--- src/inc/tmoc_consts.svh ---
// Purpose: Named constants for the timer output compare and PWM block
// Assumes: Six channels, 16-bit counter
// Notes:   Edge/level codes as two-bit fields
`ifndef TMOC_CONSTS_SVH
`define TMOC_CONSTS_SVH
`define TMOC_NCH 6
`define TMOC_NPAIR 3
`define TMOC_CW 16
`define TMOC_CNT_RST 16'h0000
`define TMOC_MOD_RST 16'hffff
`define TMOC_VAL_RST 16'h0000
`define TMOC_CNT_ONE 16'h0001
`define TMOC_ELS_OFF 2'h0
`define TMOC_ELS_TOG 2'h1
`define TMOC_ELS_CLR 2'h2
`define TMOC_ELS_SET 2'h3
`endif

--- src/inc/tmoc_pkg.sv ---
// Purpose: Types for the timer output compare and PWM block
// Assumes: tmoc_consts.svh provides widths
// Notes:   Per-channel control travels as one packed struct
`include "tmoc_consts.svh"
package tmoc_pkg;
    typedef struct packed {
        logic channel_irq_enable;
        logic pair_link_bit;
        logic mode_low_bit;
        logic edge_level_high;
        logic edge_level_low;
        logic toggle_on_overflow;
        logic max_duty_bit;
    } tmoc_ctrl_type;

    typedef struct packed {
        logic [`TMOC_CW-1:0] value;
        logic pin;
        logic flag;
    } tmoc_chan_type;
endpackage : tmoc_pkg

--- src/core/tmoc_chan.sv ---
// Purpose: One compare channel: pin action, event flag, toggle on overflow
// Assumes: Active compare value chosen by the parent
// Notes:   Pin resets low with output disabled
`timescale 1ns/1ps
`include "tmoc_consts.svh"
module tmoc_chan (
    // Clock and reset
    input wire logic mclk,
    input wire logic srst,
    // Timing
    input wire logic tick,
    input wire logic overflow,
    input wire logic [`TMOC_CW-1:0] count,
    input wire logic [`TMOC_CW-1:0] cmp_value,
    // Control
    input wire tmoc_pkg::tmoc_ctrl_type ctrl,
    input wire logic active,
    input wire logic flag_clear,
    // Results
    output logic pin,
    output logic flag,
    output logic pin_en
);
    import tmoc_pkg::*;
    typedef struct packed {
        logic pin;
        logic flag;
        logic en;
    } tmoc_cst_type;
    tmoc_cst_type s_q, s_d;
    logic match;
    logic full;
    logic [1:0] els;
    always_comb begin
        s_d = s_q;
        els = {ctrl.edge_level_high, ctrl.edge_level_low};
        full = ctrl.max_duty_bit && ctrl.toggle_on_overflow;
        match = tick && active && (count == cmp_value);
        s_d.en = active && (els != `TMOC_ELS_OFF);
        if (match && !full) begin
            unique case (els)
                `TMOC_ELS_TOG: s_d.pin = ~s_q.pin;
                `TMOC_ELS_CLR: s_d.pin = 1'b0;
                `TMOC_ELS_SET: s_d.pin = 1'b1;
                `TMOC_ELS_OFF: s_d.pin = s_q.pin;
            endcase
        end
        if (tick && overflow && active && ctrl.toggle_on_overflow) begin
            if (ctrl.max_duty_bit) begin
                s_d.pin = ~ctrl.edge_level_low;
            end else if (!match) begin
                s_d.pin = ~s_q.pin;
            end
        end
        if (flag_clear) begin
            s_d.flag = 1'b0;
        end
        if (match) begin
            s_d.flag = 1'b1;
        end
        if (srst) begin
            s_d = '0;
        end
    end
    always_ff @(posedge mclk) begin
        s_q <= s_d;
    end
    assign pin = s_q.pin;
    assign flag = s_q.flag;
    assign pin_en = s_q.en;
endmodule : tmoc_chan

--- src/core/tmoc_top.sv ---
// Purpose: Six-channel output compare and PWM with linked buffered pairs
// Assumes: Counter tick comes from an external prescaler; one clock mclk
// Notes:   Control bits are plain ports; writes are one-cycle strobes
`timescale 1ns/1ps
`include "tmoc_consts.svh"
// Function
// - Match sets, clears or toggles pin
// - Match may request a channel interrupt
// - Unbuffered writes replace compare value immediately
// - Match only when counter reaches value
// - Pair link joins even and odd channels
// - Inactive set takes control at overflow
// - Last written set controls after overflow
// - Even control governs pair; odd ignored
// - Odd pin released to general I/O
// - Toggle on overflow forms PWM period
// - Period is modulo plus one counts
// - Pulse width equals compare value counts
// - Link bit overrides low mode bit
// - No overflow toggle gives zero duty
// - Max duty with toggle gives full duty
// - Match sets flag; enable gates request
module tmoc_top (
    // Clock and reset
    input wire logic mclk,
    input wire logic srst,
    // Counter control
    input wire logic count_tick,
    input wire logic [`TMOC_CW-1:0] counter_modulo_regs,
    // Channel control
    input wire tmoc_pkg::tmoc_ctrl_type [`TMOC_NCH-1:0] chan_ctrl,
    input wire logic [`TMOC_NCH-1:0] value_wr,
    input wire logic [`TMOC_CW-1:0] value_wdata,
    input wire logic [`TMOC_NCH-1:0] flag_clear,
    // Pins
    output logic [`TMOC_NCH-1:0] chan_pin,
    output logic [`TMOC_NCH-1:0] chan_pin_en,
    // Status
    output logic [`TMOC_NCH-1:0] channel_event_flag,
    output logic [`TMOC_NCH-1:0] chan_irq,
    output logic [`TMOC_NPAIR-1:0] pair_odd_active,
    output logic [`TMOC_CW-1:0] count
);
    import tmoc_pkg::*;
    typedef struct packed {
        logic [`TMOC_CW-1:0] count;
        logic [`TMOC_NCH-1:0][`TMOC_CW-1:0] value;
        logic [`TMOC_NPAIR-1:0] sel_odd;
        logic [`TMOC_NPAIR-1:0] last_odd;
        logic [`TMOC_NCH-1:0] irq;
        logic [`TMOC_NCH-1:0] pin;
        logic [`TMOC_NCH-1:0] pin_en;
        logic [`TMOC_NCH-1:0] flag;
    } tmoc_st_type;
    tmoc_st_type s_q, s_d;
    logic overflow;
    logic [`TMOC_CW-1:0] count_nxt;
    logic [`TMOC_NCH-1:0] active;
    logic [`TMOC_NCH-1:0][`TMOC_CW-1:0] cmp_value;
    logic [`TMOC_NCH-1:0] c_pin, c_flag, c_en;
    logic [`TMOC_NPAIR-1:0] linked;

    // ------------------------------------------------------------
    // Pair decode
    // ------------------------------------------------------------
    function automatic logic is_linked(input tmoc_ctrl_type c);
        is_linked = c.pair_link_bit;
    endfunction : is_linked

    function automatic logic is_compare(input tmoc_ctrl_type c);
        is_compare = c.pair_link_bit || c.mode_low_bit;
    endfunction : is_compare

    assign overflow = (s_q.count == counter_modulo_regs);
    // Count being entered; channels compare it so a pulse spans exactly the value
    assign count_nxt = overflow ? `TMOC_CNT_RST : s_q.count + `TMOC_CNT_ONE;

    always_comb begin
        for (int p = 0; p < `TMOC_NPAIR; p++) begin
            linked[p] = is_linked(chan_ctrl[2*p]);
            active[2*p] = is_compare(chan_ctrl[2*p]);
            active[2*p+1] = !linked[p] && is_compare(chan_ctrl[2*p+1]);
            cmp_value[2*p] = linked[p] && s_q.sel_odd[p] ?
                s_q.value[2*p+1] : s_q.value[2*p];
            cmp_value[2*p+1] = s_q.value[2*p+1];
        end
    end

    // ------------------------------------------------------------
    // Channels
    // ------------------------------------------------------------
    for (genvar i = 0; i < `TMOC_NCH; i++) begin : g_ch
        tmoc_chan u_chan (
            .mclk(mclk),
            .srst(srst),
            .tick(count_tick),
            .overflow(overflow),
            .count(count_nxt),
            .cmp_value(cmp_value[i]),
            .ctrl(chan_ctrl[i]),
            .active(active[i]),
            .flag_clear(flag_clear[i]),
            .pin(c_pin[i]),
            .flag(c_flag[i]),
            .pin_en(c_en[i])
        );
    end

    // ------------------------------------------------------------
    // State update
    // ------------------------------------------------------------
    always_comb begin
        s_d = s_q;
        if (count_tick) begin
            s_d.count = count_nxt;
        end
        for (int i = 0; i < `TMOC_NCH; i++) begin
            if (value_wr[i]) begin
                s_d.value[i] = value_wdata;
            end
        end
        for (int p = 0; p < `TMOC_NPAIR; p++) begin
            if (!linked[p]) begin
                s_d.sel_odd[p] = 1'b0;
                s_d.last_odd[p] = 1'b0;
            end else begin
                if (value_wr[2*p+1]) begin
                    s_d.last_odd[p] = 1'b1;
                end else if (value_wr[2*p]) begin
                    s_d.last_odd[p] = 1'b0;
                end
                if (count_tick && overflow) begin
                    s_d.sel_odd[p] = s_d.last_odd[p];
                end
            end
        end
        for (int i = 0; i < `TMOC_NCH; i++) begin
            s_d.irq[i] = c_flag[i] && chan_ctrl[i].channel_irq_enable;
        end
        s_d.pin = c_pin;
        s_d.pin_en = c_en;
        s_d.flag = c_flag;
        if (srst) begin
            s_d = '0;
            s_d.count = `TMOC_CNT_RST;
        end
    end

    always_ff @(posedge mclk) begin
        s_q <= s_d;
    end

    assign chan_pin = s_q.pin;
    assign chan_pin_en = s_q.pin_en;
    assign channel_event_flag = s_q.flag;
    assign chan_irq = s_q.irq;
    assign pair_odd_active = s_q.sel_odd;
    assign count = s_q.count;
endmodule : tmoc_top

--- config.mk ---
export PLATFORM = sky130hd
export DESIGN_NAME = tmoc_top
export DESIGN_NICKNAME = d
export VERILOG_FILES = /design/src/inc/tmoc_pkg.sv /design/src/core/tmoc_chan.sv /design/src/core/tmoc_top.sv
export VERILOG_INCLUDE_DIRS = /design/src /design/src/inc
export SDC_FILE = /design/constraint.sdc
export NUM_CORES = 1
export LEC_CHECK = 0
export BUFFER_PORTS_ARGS = -buffer_cell sky130_fd_sc_hd__buf_2
export CAP_MARGIN = 20
export CORE_ASPECT_RATIO = 1.25
export CORE_MARGIN = 2
export CORE_UTILIZATION = 40
export DETAILED_ROUTE_END_ITERATION = 8
export PLACE_DENSITY = 0.62
export SLEW_MARGIN = 20
export SYNTH_ARGS = -nofsm -noshare
export SYNTH_HDL_FRONTEND = slang
export SYNTH_HIERARCHICAL = 1
export SYNTH_SLANG_ARGS = --single-unit
export TNS_END_PERCENT = 50
--- constraint.sdc ---
create_clock -name mclk -period 3.6 [get_ports mclk]
set_clock_uncertainty 0.15 [all_clocks]
set_input_delay 0.36 -clock mclk [delete_from_list [all_inputs] [get_ports mclk]]
set_output_delay 0.36 -clock mclk [all_outputs]
set_load 0.02 [all_outputs]
After elaboration in Yosys (flattened, before gate mapping)
Index checks and enable logic that the tools add are counted.
{"block": "word_totals", "ff_bits": 160, "out_inout_bits": 43}
{"block": "classes", "addsub": 1, "eq_ne": 25, "n_mux": 52, "bitwise": 15, "reduce_logical": 91}
{"op": "$eq A16 B16 Y1", "n": 7}
{"op": "$mux W16", "n": 4}
{"op": "$logic_and A1 B1 Y1", "n": 55}
{"op": "$mux W1", "n": 42}
{"op": "$eq A2 B2 Y1 const B", "n": 12}
{"op": "$pmux W1 S4", "n": 6}
{"op": "$reduce_bool A2 Y1", "n": 12}
{"op": "$add A16 B1 Y16 const B", "n": 1}
{"op": "$not A1 Y1", "n": 15}
{"op": "$eq A2 B1 Y1 const B", "n": 6}
{"op": "$logic_not A2 Y1", "n": 6}
{"op": "$logic_not A1 Y1", "n": 9}
{"op": "$logic_or A1 B1 Y1", "n": 6}
{"op": "$reduce_or A2 Y1", "n": 3}

Logic depth before layout (Yosys ltp)
Gate-level depths: netlist of run 1.
{"block": "logic_depth", "ltp_word": 9, "mapped_depth": 13}

Hierarchy
Netlist of run 1, hierarchy kept.
{"module": "tmoc_top", "n_inst": 1, "cells_each": 663, "area_each_um2": 6482.5, "seq_area_each_um2": 2842.7}
{"module": "tmoc_chan", "n_inst": 6, "cells_each": 44, "area_each_um2": 360.3, "seq_area_each_um2": 60.1}

Worst setup path before layout of run 1
Ideal clock, no wire load.
{"block": "synth_path", "kind": "reg-to-reg", "from": "reg s_q (netlist bit count[0])", "to": "reg g_ch[0].u_chan.s_q (netlist bit g_ch[0].u_chan/pin)", "t_arrival_ps": 2885, "t_required_ps": 3336, "path_slack_ps": 451, "path_stages_with_launch": 13, "n_path_buf": 0, "period_less_slack_ps": 3149, "path_cell_list": "dfxtp_1 -> ha_1 -> nand3_2 -> nor3_1 -> and3_1 -> xnor2_1 -> nor2_1 -> xor2_1 -> nor4_1 -> nand4_1 -> a211oi_2 -> mux2i_1 -> a21o_1"}
{"block": "synth_via", "elab_chain_cells": 9, "word_cells_on_any_way": 13, "classes_between": "1 x add/sub; 2 x eq/ne; 5 x mux; 5 x reduce/logical"}
{"item": "from (decl)", "line": "tmoc_top.sv:55", "rtl": "tmoc_st_type s_q, s_d;"}
{"item": "from (signal assigned)", "line": "tmoc_top.sv:150", "rtl": "s_q <= s_d;"}
{"item": "$add A16 B1 Y16 (no line) / $eq A16 B16 Y1 (equally long branches)"}
{"item": "$mux W16 (no line) (*)"}
{"item": "via count_nxt[10]", "line": "tmoc_top.sv:57", "rtl": "logic [`TMOC_CW-1:0] count_nxt;"}
{"item": "$eq A16 B16 Y1 (*)", "line": "tmoc_chan.sv:38", "rtl": "match = tick && active && (count == cmp_value);"}
{"item": "$logic_and A1 B1 Y1 (*)", "line": "tmoc_chan.sv:38"}
{"item": "$logic_and A1 B1 Y1", "line": "tmoc_chan.sv:40", "rtl": "if (match && !full) begin"}
{"item": "$mux W1", "line": "tmoc_chan.sv:40"}
{"item": "$mux W1", "line": "tmoc_chan.sv:51", "rtl": "end else if (!match) begin"}
{"item": "$mux W1", "line": "tmoc_chan.sv:49", "rtl": "if (ctrl.max_duty_bit) begin"}
{"item": "$mux W1 (*)", "line": "tmoc_chan.sv:48", "rtl": "if (tick && overflow && active && ctrl.toggle_on_overflow) begin"}
{"item": "to (signal assigned)", "line": "tmoc_chan.sv:66", "rtl": "s_q <= s_d;"}
{"item": "to (decl)", "line": "tmoc_chan.sv:30", "rtl": "tmoc_cst_type s_q, s_d;"}
Mark *: on every way through the listed nets, which the timed path passes. The rest lies on a longest branch.
A chain may end at the register's enable or synchronous reset.

Worst setup path in the final report of run 1
{"block": "layout_path", "from": "reg s_q (netlist bit count[2])", "to": "reg g_ch[2].u_chan.s_q (netlist bit g_ch[2].u_chan/pin)"}
{"block": "layout_via", "elab_chain_cells": 9, "word_cells_on_any_way": 13, "classes_between": "1 x add/sub; 2 x eq/ne; 5 x mux; 5 x reduce/logical"}
{"item": "$eq A16 B16 Y1 (*)", "line": "tmoc_top.sv:74", "rtl": "assign overflow = (s_q.count == counter_modulo_regs);"}
{"item": "$mux W16 (no line) (*)"}
{"item": "via count_nxt[1]", "line": "tmoc_top.sv:57"}
{"item": "$eq A16 B16 Y1 (*)", "line": "tmoc_chan.sv:38"}
{"item": "$logic_and A1 B1 Y1 (*)", "line": "tmoc_chan.sv:38"}
{"item": "$logic_and A1 B1 Y1", "line": "tmoc_chan.sv:40"}
{"item": "$mux W1", "line": "tmoc_chan.sv:40"}
{"item": "$mux W1", "line": "tmoc_chan.sv:51"}
{"item": "$mux W1", "line": "tmoc_chan.sv:49"}
{"item": "$mux W1 (*)", "line": "tmoc_chan.sv:48"}
{"item": "to (signal assigned)", "line": "tmoc_chan.sv:66"}
{"item": "to (decl)", "line": "tmoc_chan.sv:30"}
Marked as above.

==> flow_summary.yaml, run 1 <==
run_status:
  status: "finished clean"
timing:
  tightest_slew_ns: 0.949
  rsz0062_at_grt: "false"
  setup_tns_ns: 0
  finalSetupViolCount: 0
  fmax_mhz: 293
  timing.final.max_slew_violations: 0
  slew_headroom: 0.367
  hold_viol_final: 0
  holdWs_ns: 0.0614
  post-route-period-util: 0.949
  fin_crit_ns: 3.42
final_layout:
  drive_above_1_share: 0.277
  nets: 1126
  fillers: 2032
  syn2layout_area_growth_pct: 17.3
  top_register: "s_q"
  stdcell_area_mm2: 0.0101
  largest_reg_flops: 51
  post-route-util: 0.474
clock_network:
  cts_buffers: 17
  clk-insertion-delay-late_ns: 0.43
  htreeDepth: 4
  clk_pin_slew_worst_paths_ns: 0.07
  cts_tree: "built"
  clock-sinks: 160
  cts-root-buf: "clkbuf_16"
  clockBufferDepth: 2
die:
  die_h_um: 168
  die_x_um: 135
  ioPinCount: 132
  start_util: 0.404
  fp.dieArea_mm2: 0.0228
  rows: 60
  coreArea_mm2: 0.0214
critical_path:
  cp.required_ns: 3.83
  r2r-end: "g_ch[2].u_chan/pin"
  cp_max_fo: 23
  cp-end-kind: "flip-flop"
  cp.arrival_ns: 3.65
  r2r-start: "count[2]"
  regToRegSetupSlack_ns: 0.18
  r2r_cells: 11
  start_kind: "flip-flop"
  worstSetupPathType: "flip-flop to flip-flop"
pwr:
  power_density_mw_per_mm2: 404
  ir_drop_v: 0.000283
  leakagePower_nw: 4.84
global_route:
  antenna_found_initial: 3
  first_global_vias: 6426
  overflow: 0
  grt_pass1_wl_mm: 33.6
  grt_usage: 0.186
  grt_max_degree: 95
logic_synthesis:
  yosysTopAreaCell: "dfxtp_1"
  yosysSeqAreaShare: 0.371
  yosysWarnings: 6
  mappedNetlistNets: 1017
  async_reset_ff_frac: 0
  synth_top_area_frac: 0.371
  synth.avg_cell_area_um2: 9.33
  synthCells: 927
  yosys-top-cells-area: "dfxtp_1 37%, mux2i_1 12%, xor2_1 11%, nor2_1 6.4%, mux2_2 6.3%"
  netlist_top_cells_count: "160 x dfxtp_1, 147 x nor2_1, 107 x xor2_1"
  synth.most_common_cell: "dfxtp_1"
  ys_ff_latch: 160
  synth_edf_count: 0
  synth_area_mm2: 0.00864
  ys.flop_type: "dfxtp_1"
  synth_cell_types: 46
routing:
  postRouteAntennaNets: 0
  drc: 0
  viasPerCell: 4.96
  drtPass1Iterations: 5
  drt_wl_total_mm: 21.1
  wl_per_cell_um: 15.9
  via_count: 6595
  drt-initial-drc-count: 352
min_path:
  holdPathEnd: "g_ch[1].u_chan/pin_en"
  hp-class: "primary input to flip-flop"
  hold_start: "chan_ctrl[10]"
  hold-path-cell-count: 3
placed_design:
  placed_cell_area_mm2: 0.00939
  gp_congestion: 0.862
  hpwl_mm: 15.3
  port_buffers: 131
job:
  max_cap_violations: 0
[layer usage]
metal | vias to the layer above | part of all wire | global-route usage | wire length (um)
met3 | 23 | 0.046 | 0.0416 | 975
met1 | 3068 | 0.43 | 0.220 | 9160
met2 | 138 | 0.50 | 0.331 | 10700
met4 | 4 | 0.015 | 0.0620 | 318
met5 | - | 0.0011 | 0 | 23
li1 | 3362 | - | - | -
[worst max-delay path by stage]
stage,startpoint,to,slack (ns),depth (start not counted)
final,count[2],g_ch[2].u_chan/pin,0.18,11
after global routing,count[0],g_ch[2].u_chan/pin,0.008,12
after CTS,count[5],g_ch[1].u_chan/pin,0.07,12
after detailed placement,count[0],g_ch[5].u_chan/pin,-0.14,12
after global placement,count[3],g_ch[5].u_chan/pin,-0.03,10
after floorplan,count[0],g_ch[0].u_chan/pin,0.45,12
[report_power, final]
| group | leakage [nW] | internal [W] | total, W | switching (W) |
|---|---|---|---|---|
| clock | 0.269 | 0.000903 | 0.00171 | 0.000803 |
| sequential | 1.31 | 0.00185 | 0.00190 | 0.0000505 |
| combinational | 3.26 | 0.000226 | 0.000491 | 0.000265 |
| total | 4.84 | 0.00297 | 0.00409 | 0.00112 |
[what timing repair did]
item                                   CTS  global route
cloned                                   0             0
gates resized for setup                  3            17
hold buffers                             6             0
setup endpoints to repair                1             9
setup buffers                            1             9
pin swaps                                1             2
endpoints found under the hold margin    6             0
[placed cells by master (no fill, tap or decap), types with 7 or more instances in the layout]
cell,netlist,routed
nand4_1,21,21
buf_2,2,130
a21oi_1,23,23
and2_1,9,8
mux2_2,48,48
nand3b_1,16,16
buf_4,47,41
xor2_1,107,107
inv_1,12,11
nor4_1,29,26
xnor2_1,25,25
dfxtp_1,160,160
nand2b_1,21,21
nand4b_1,7,7
nor2b_1,24,24
nor3b_1,9,9
a31oi_1,8,8
clkbuf_16,0,17
nor2_1,147,134
nand3_1,15,15
nor2_2,0,11
mux2i_1,102,102
[cell families (layout without fill, tap and decap cells)]
kind of cell	Yosys count	after routing	share of synthesized area
flops	160	160	0.371
fa+ha+maj	1	1	0.00145
buf+inv	100	222	0.0643
other cells	0	1	0
xor+xnor	132	132	0.134
simple gates	324	324	0.200
compound gates	60	60	0.0495
mux	150	150	0.181
[cell type report]
type                            count  area [um2]  share of cell area
Timing Repair Buffer              178        1040               0.102
Clock buffer                       17         425              0.0419
Sequential cell                   160        3200               0.316
Inverter                           12        48.8             0.00481
Clock inverter                     15         126              0.0125
Multi-Input combinational cell    667        4950               0.488
Antenna cell                        1        2.50            0.000247
Tap cell                          279         349              0.0344
[critical path: stages (launching register included)]
cell      delay, ns
dfxtp_1        0.50
xor2_1         0.11
nor4_1         0.37
nand4_1        0.22
buf_4          0.27
and2_2         0.30
xor2_1         0.17
nor4_1         0.33
nand4_1        0.31
a211oi_2       0.30
mux2i_1        0.22
a21o_1         0.09
[through the flow]
stage	setup WS [ns]	instances	total power [W]
after floorplan	0.451	927	0.00224
after global placement	-0.0267	1280	0.00240
after detailed placement	-0.135	1280	0.00241
after CTS	0.0670	1319	0.00413
after global routing	0.00788	1329	0.00427
final	0.183	1329	0.00409
No activity file was read; power rests on OpenSTA's default activity.
==> run 2, diff against run 1 <==
--- a/config.mk
+++ b/config.mk
@@ -12,7 +12,7 @@
 export CORE_MARGIN = 2
 export CORE_UTILIZATION = 40
 export DETAILED_ROUTE_END_ITERATION = 8
-export PLACE_DENSITY = 0.62
+export PLACE_DENSITY = 0.7
 export SLEW_MARGIN = 20
 export SYNTH_ARGS = -nofsm -noshare
 export SYNTH_HDL_FRONTEND = slang
==> run 2 against run 1 <==
Compared with the run above:
- flip-flop and latch count stayed put
- sequential share of layout area is 0.17 points lower
- first-iteration DRC count rose by 5.1%
- core utilization up 0.26 points
- largest cell class unchanged
- global-route usage is 0.11 points higher
- largest power group unchanged
- non-clock buffer count fell by 9
- maximum frequency down 0.14%
- register-to-register slack about the same
- via count rose by 2.6%
- cell area is 0.54% higher
==> flow_summary.yaml, run 2 (synthesis gave the netlist of run 1 again) <==
run_status:
  status: "finished clean"
clock_network:
  cts_tree: "built"
  clock-sinks: 160
  htreeDepth: 4
  cts_buffers: 17
  clk-insertion-delay-late_ns: 0.43
  clk_pin_slew_worst_paths_ns: 0.06
  cts-root-buf: "clkbuf_16"
  clockBufferDepth: 2
timing:
  rsz0062_at_grt: "false"
  holdWs_ns: 0.0605
  timing.final.max_slew_violations: 0
  hold_viol_final: 0
  slew_headroom: 0.436
  fmax_mhz: 292
  setup_tns_ns: 0
  worst_slack_ns: 0.178
  tightest_slew_ns: 0.846
  fin_crit_ns: 3.42
  post-route-period-util: 0.951
  finalSetupViolCount: 0
critical_path:
  cp_slowest_cell: "nor4_1"
  cp_max_fo: 6
  critical_path.top_delay_family: "simple AND/OR/NAND/NOR gates"
  worstSetupPathType: "flip-flop to flip-flop"
  cp.required_ns: 3.83
  cp.arrival_ns: 3.65
  crit_path_max_incr_delay_ns: 0.46
  critPathBufInv: 3
  start_kind: "flip-flop"
  cp-end-kind: "flip-flop"
  crit_chain: "buf_4, xor2_1, nor4_1, nand4_1, clkinvlp_4, buf_4, nor2_4, xor2_1, nor4_1, nand4_1, a211oi_2, mux2i_1, a21o_1"
routing:
  drt-initial-drc-count: 370
  drc: 0
  postRouteAntennaNets: 0
  viasPerCell: 5.13
  via_count: 6769
  drtPass1Iterations: 4
  drt_wl_total_mm: 21.5
  wl_per_cell_um: 16.3
global_route:
  grt_max_degree: 94
  grt_pass1_wl_mm: 33.5
  grt_usage: 0.187
  overflow: 0
  antenna_found_initial: 2
  first_global_vias: 6419
final_layout:
  n_antenna_cell: 0
  nets: 1117
  top_register: "s_q"
  final_common_cell: "dfxtp_1"
  largest_reg_flops: 51
  syn2layout_area_growth_pct: 18.0
  drive_above_1_share: 0.268
  fillers: 2007
  stdcell_area_mm2: 0.0102
  final_cell_mix: "160 x dfxtp_1, 132 x nor2_1, 130 x buf_2"
  fin_cells: 1319
pwr:
  ir_drop_v: 0.000247
  power_density_mw_per_mm2: 419
  leakagePower_nw: 4.83
placed_design:
  place_ws_ns: 0.00775
  hpwl_mm: 15.4
  gp_congestion: 0.861
  placed_cell_area_mm2: 0.00937
  place_inst: 1276
  port_buffers: 131
die:
  ioPinCount: 132
  rows: 60
  start_util: 0.404
  die_h_um: 168
  fp.dieArea_mm2: 0.0228
  die_x_um: 135
  coreArea_mm2: 0.0214
job:
  max_cap_violations: 0
min_path:
  hp-class: "primary input to flip-flop"
-- run 2: cell count changes in the layout (fill, tap and decap cells not counted), moves of 3 or more --
cell       delta
buf_4        -11
bufinv_16     +3
clkbuf_1      +3
nor2_2        -6
nor2_4        +8
-- run 2: what timing repair did --
item                       4_1_cts  5_1_grt
setup buffers                    0        5
hold buffers                     6        0
gates resized for setup          0       28
setup endpoints to repair        0        9
hold endpoints to repair         6        0
-- run 2: worst paths after layout --
check | slack [ns] | startpoint | to | cells after the start
max | 0.18 | count[0] | g_ch[3].u_chan/pin | 13
min | 0.06 | chan_ctrl[38] | g_ch[5].u_chan/pin_en | 3
max reg2reg | 0.18 | count[0] | g_ch[3].u_chan/pin | 13
min reg2reg | 0.28 | g_ch[3].u_chan/pin_en | chan_pin_en[3] | 1
-- run 2: metrics by stage --
stage | total power, W | util
3_3_place_gp | 0.00240 | 0.438
6_report | 0.00427 | 0.477
4_1_cts | 0.00430 | 0.469
2_1_floorplan | 0.00224 | -
3_5_place_dp | 0.00241 | 0.438
5_1_grt | 0.00443 | 0.477
-- run 2: report_power, final --
part           internal (W)  leakage (nW)  switching [W]  total, W
clock               0.00114         0.296       0.000748   0.00189
sequential          0.00185          1.31      0.0000509   0.00190
combinational      0.000222          3.22       0.000267  0.000488
-- run 2: metal layers --
metal | wire, um | track usage | share of wire
met3 | 1170 | 0.0449 | 0.054
met1 | 9060 | 0.223 | 0.42
met4 | 599 | 0.0725 | 0.028
met2 | 10700 | 0.324 | 0.50
met5 | 25 | 0 | 0.0012
-- run 2: worst register-to-register path, stage by stage (launching register included) --
cell and delay, ns:
dfxtp_1 0.35, buf_4 0.17, xor2_1 0.15, nor4_1 0.27
nand4_1 0.24, clkinvlp_4 0.18, buf_4 0.20, nor2_4 0.09
xor2_1 0.15, nor4_1 0.46, nand4_1 0.34, a211oi_2 0.32
mux2i_1 0.21, a21o_1 0.09
-- run 2: cell type report --
class	instances	area (um2)	share of cell area
Multi-Input combinational cell	667	4990	0.489
Clock buffer	22	464	0.0455
Tap cell	279	349	0.0342
Sequential cell	160	3200	0.314
Clock inverter	10	150	0.0147
Inverter	12	48.8	0.00479
Timing Repair Buffer	169	996	0.0977
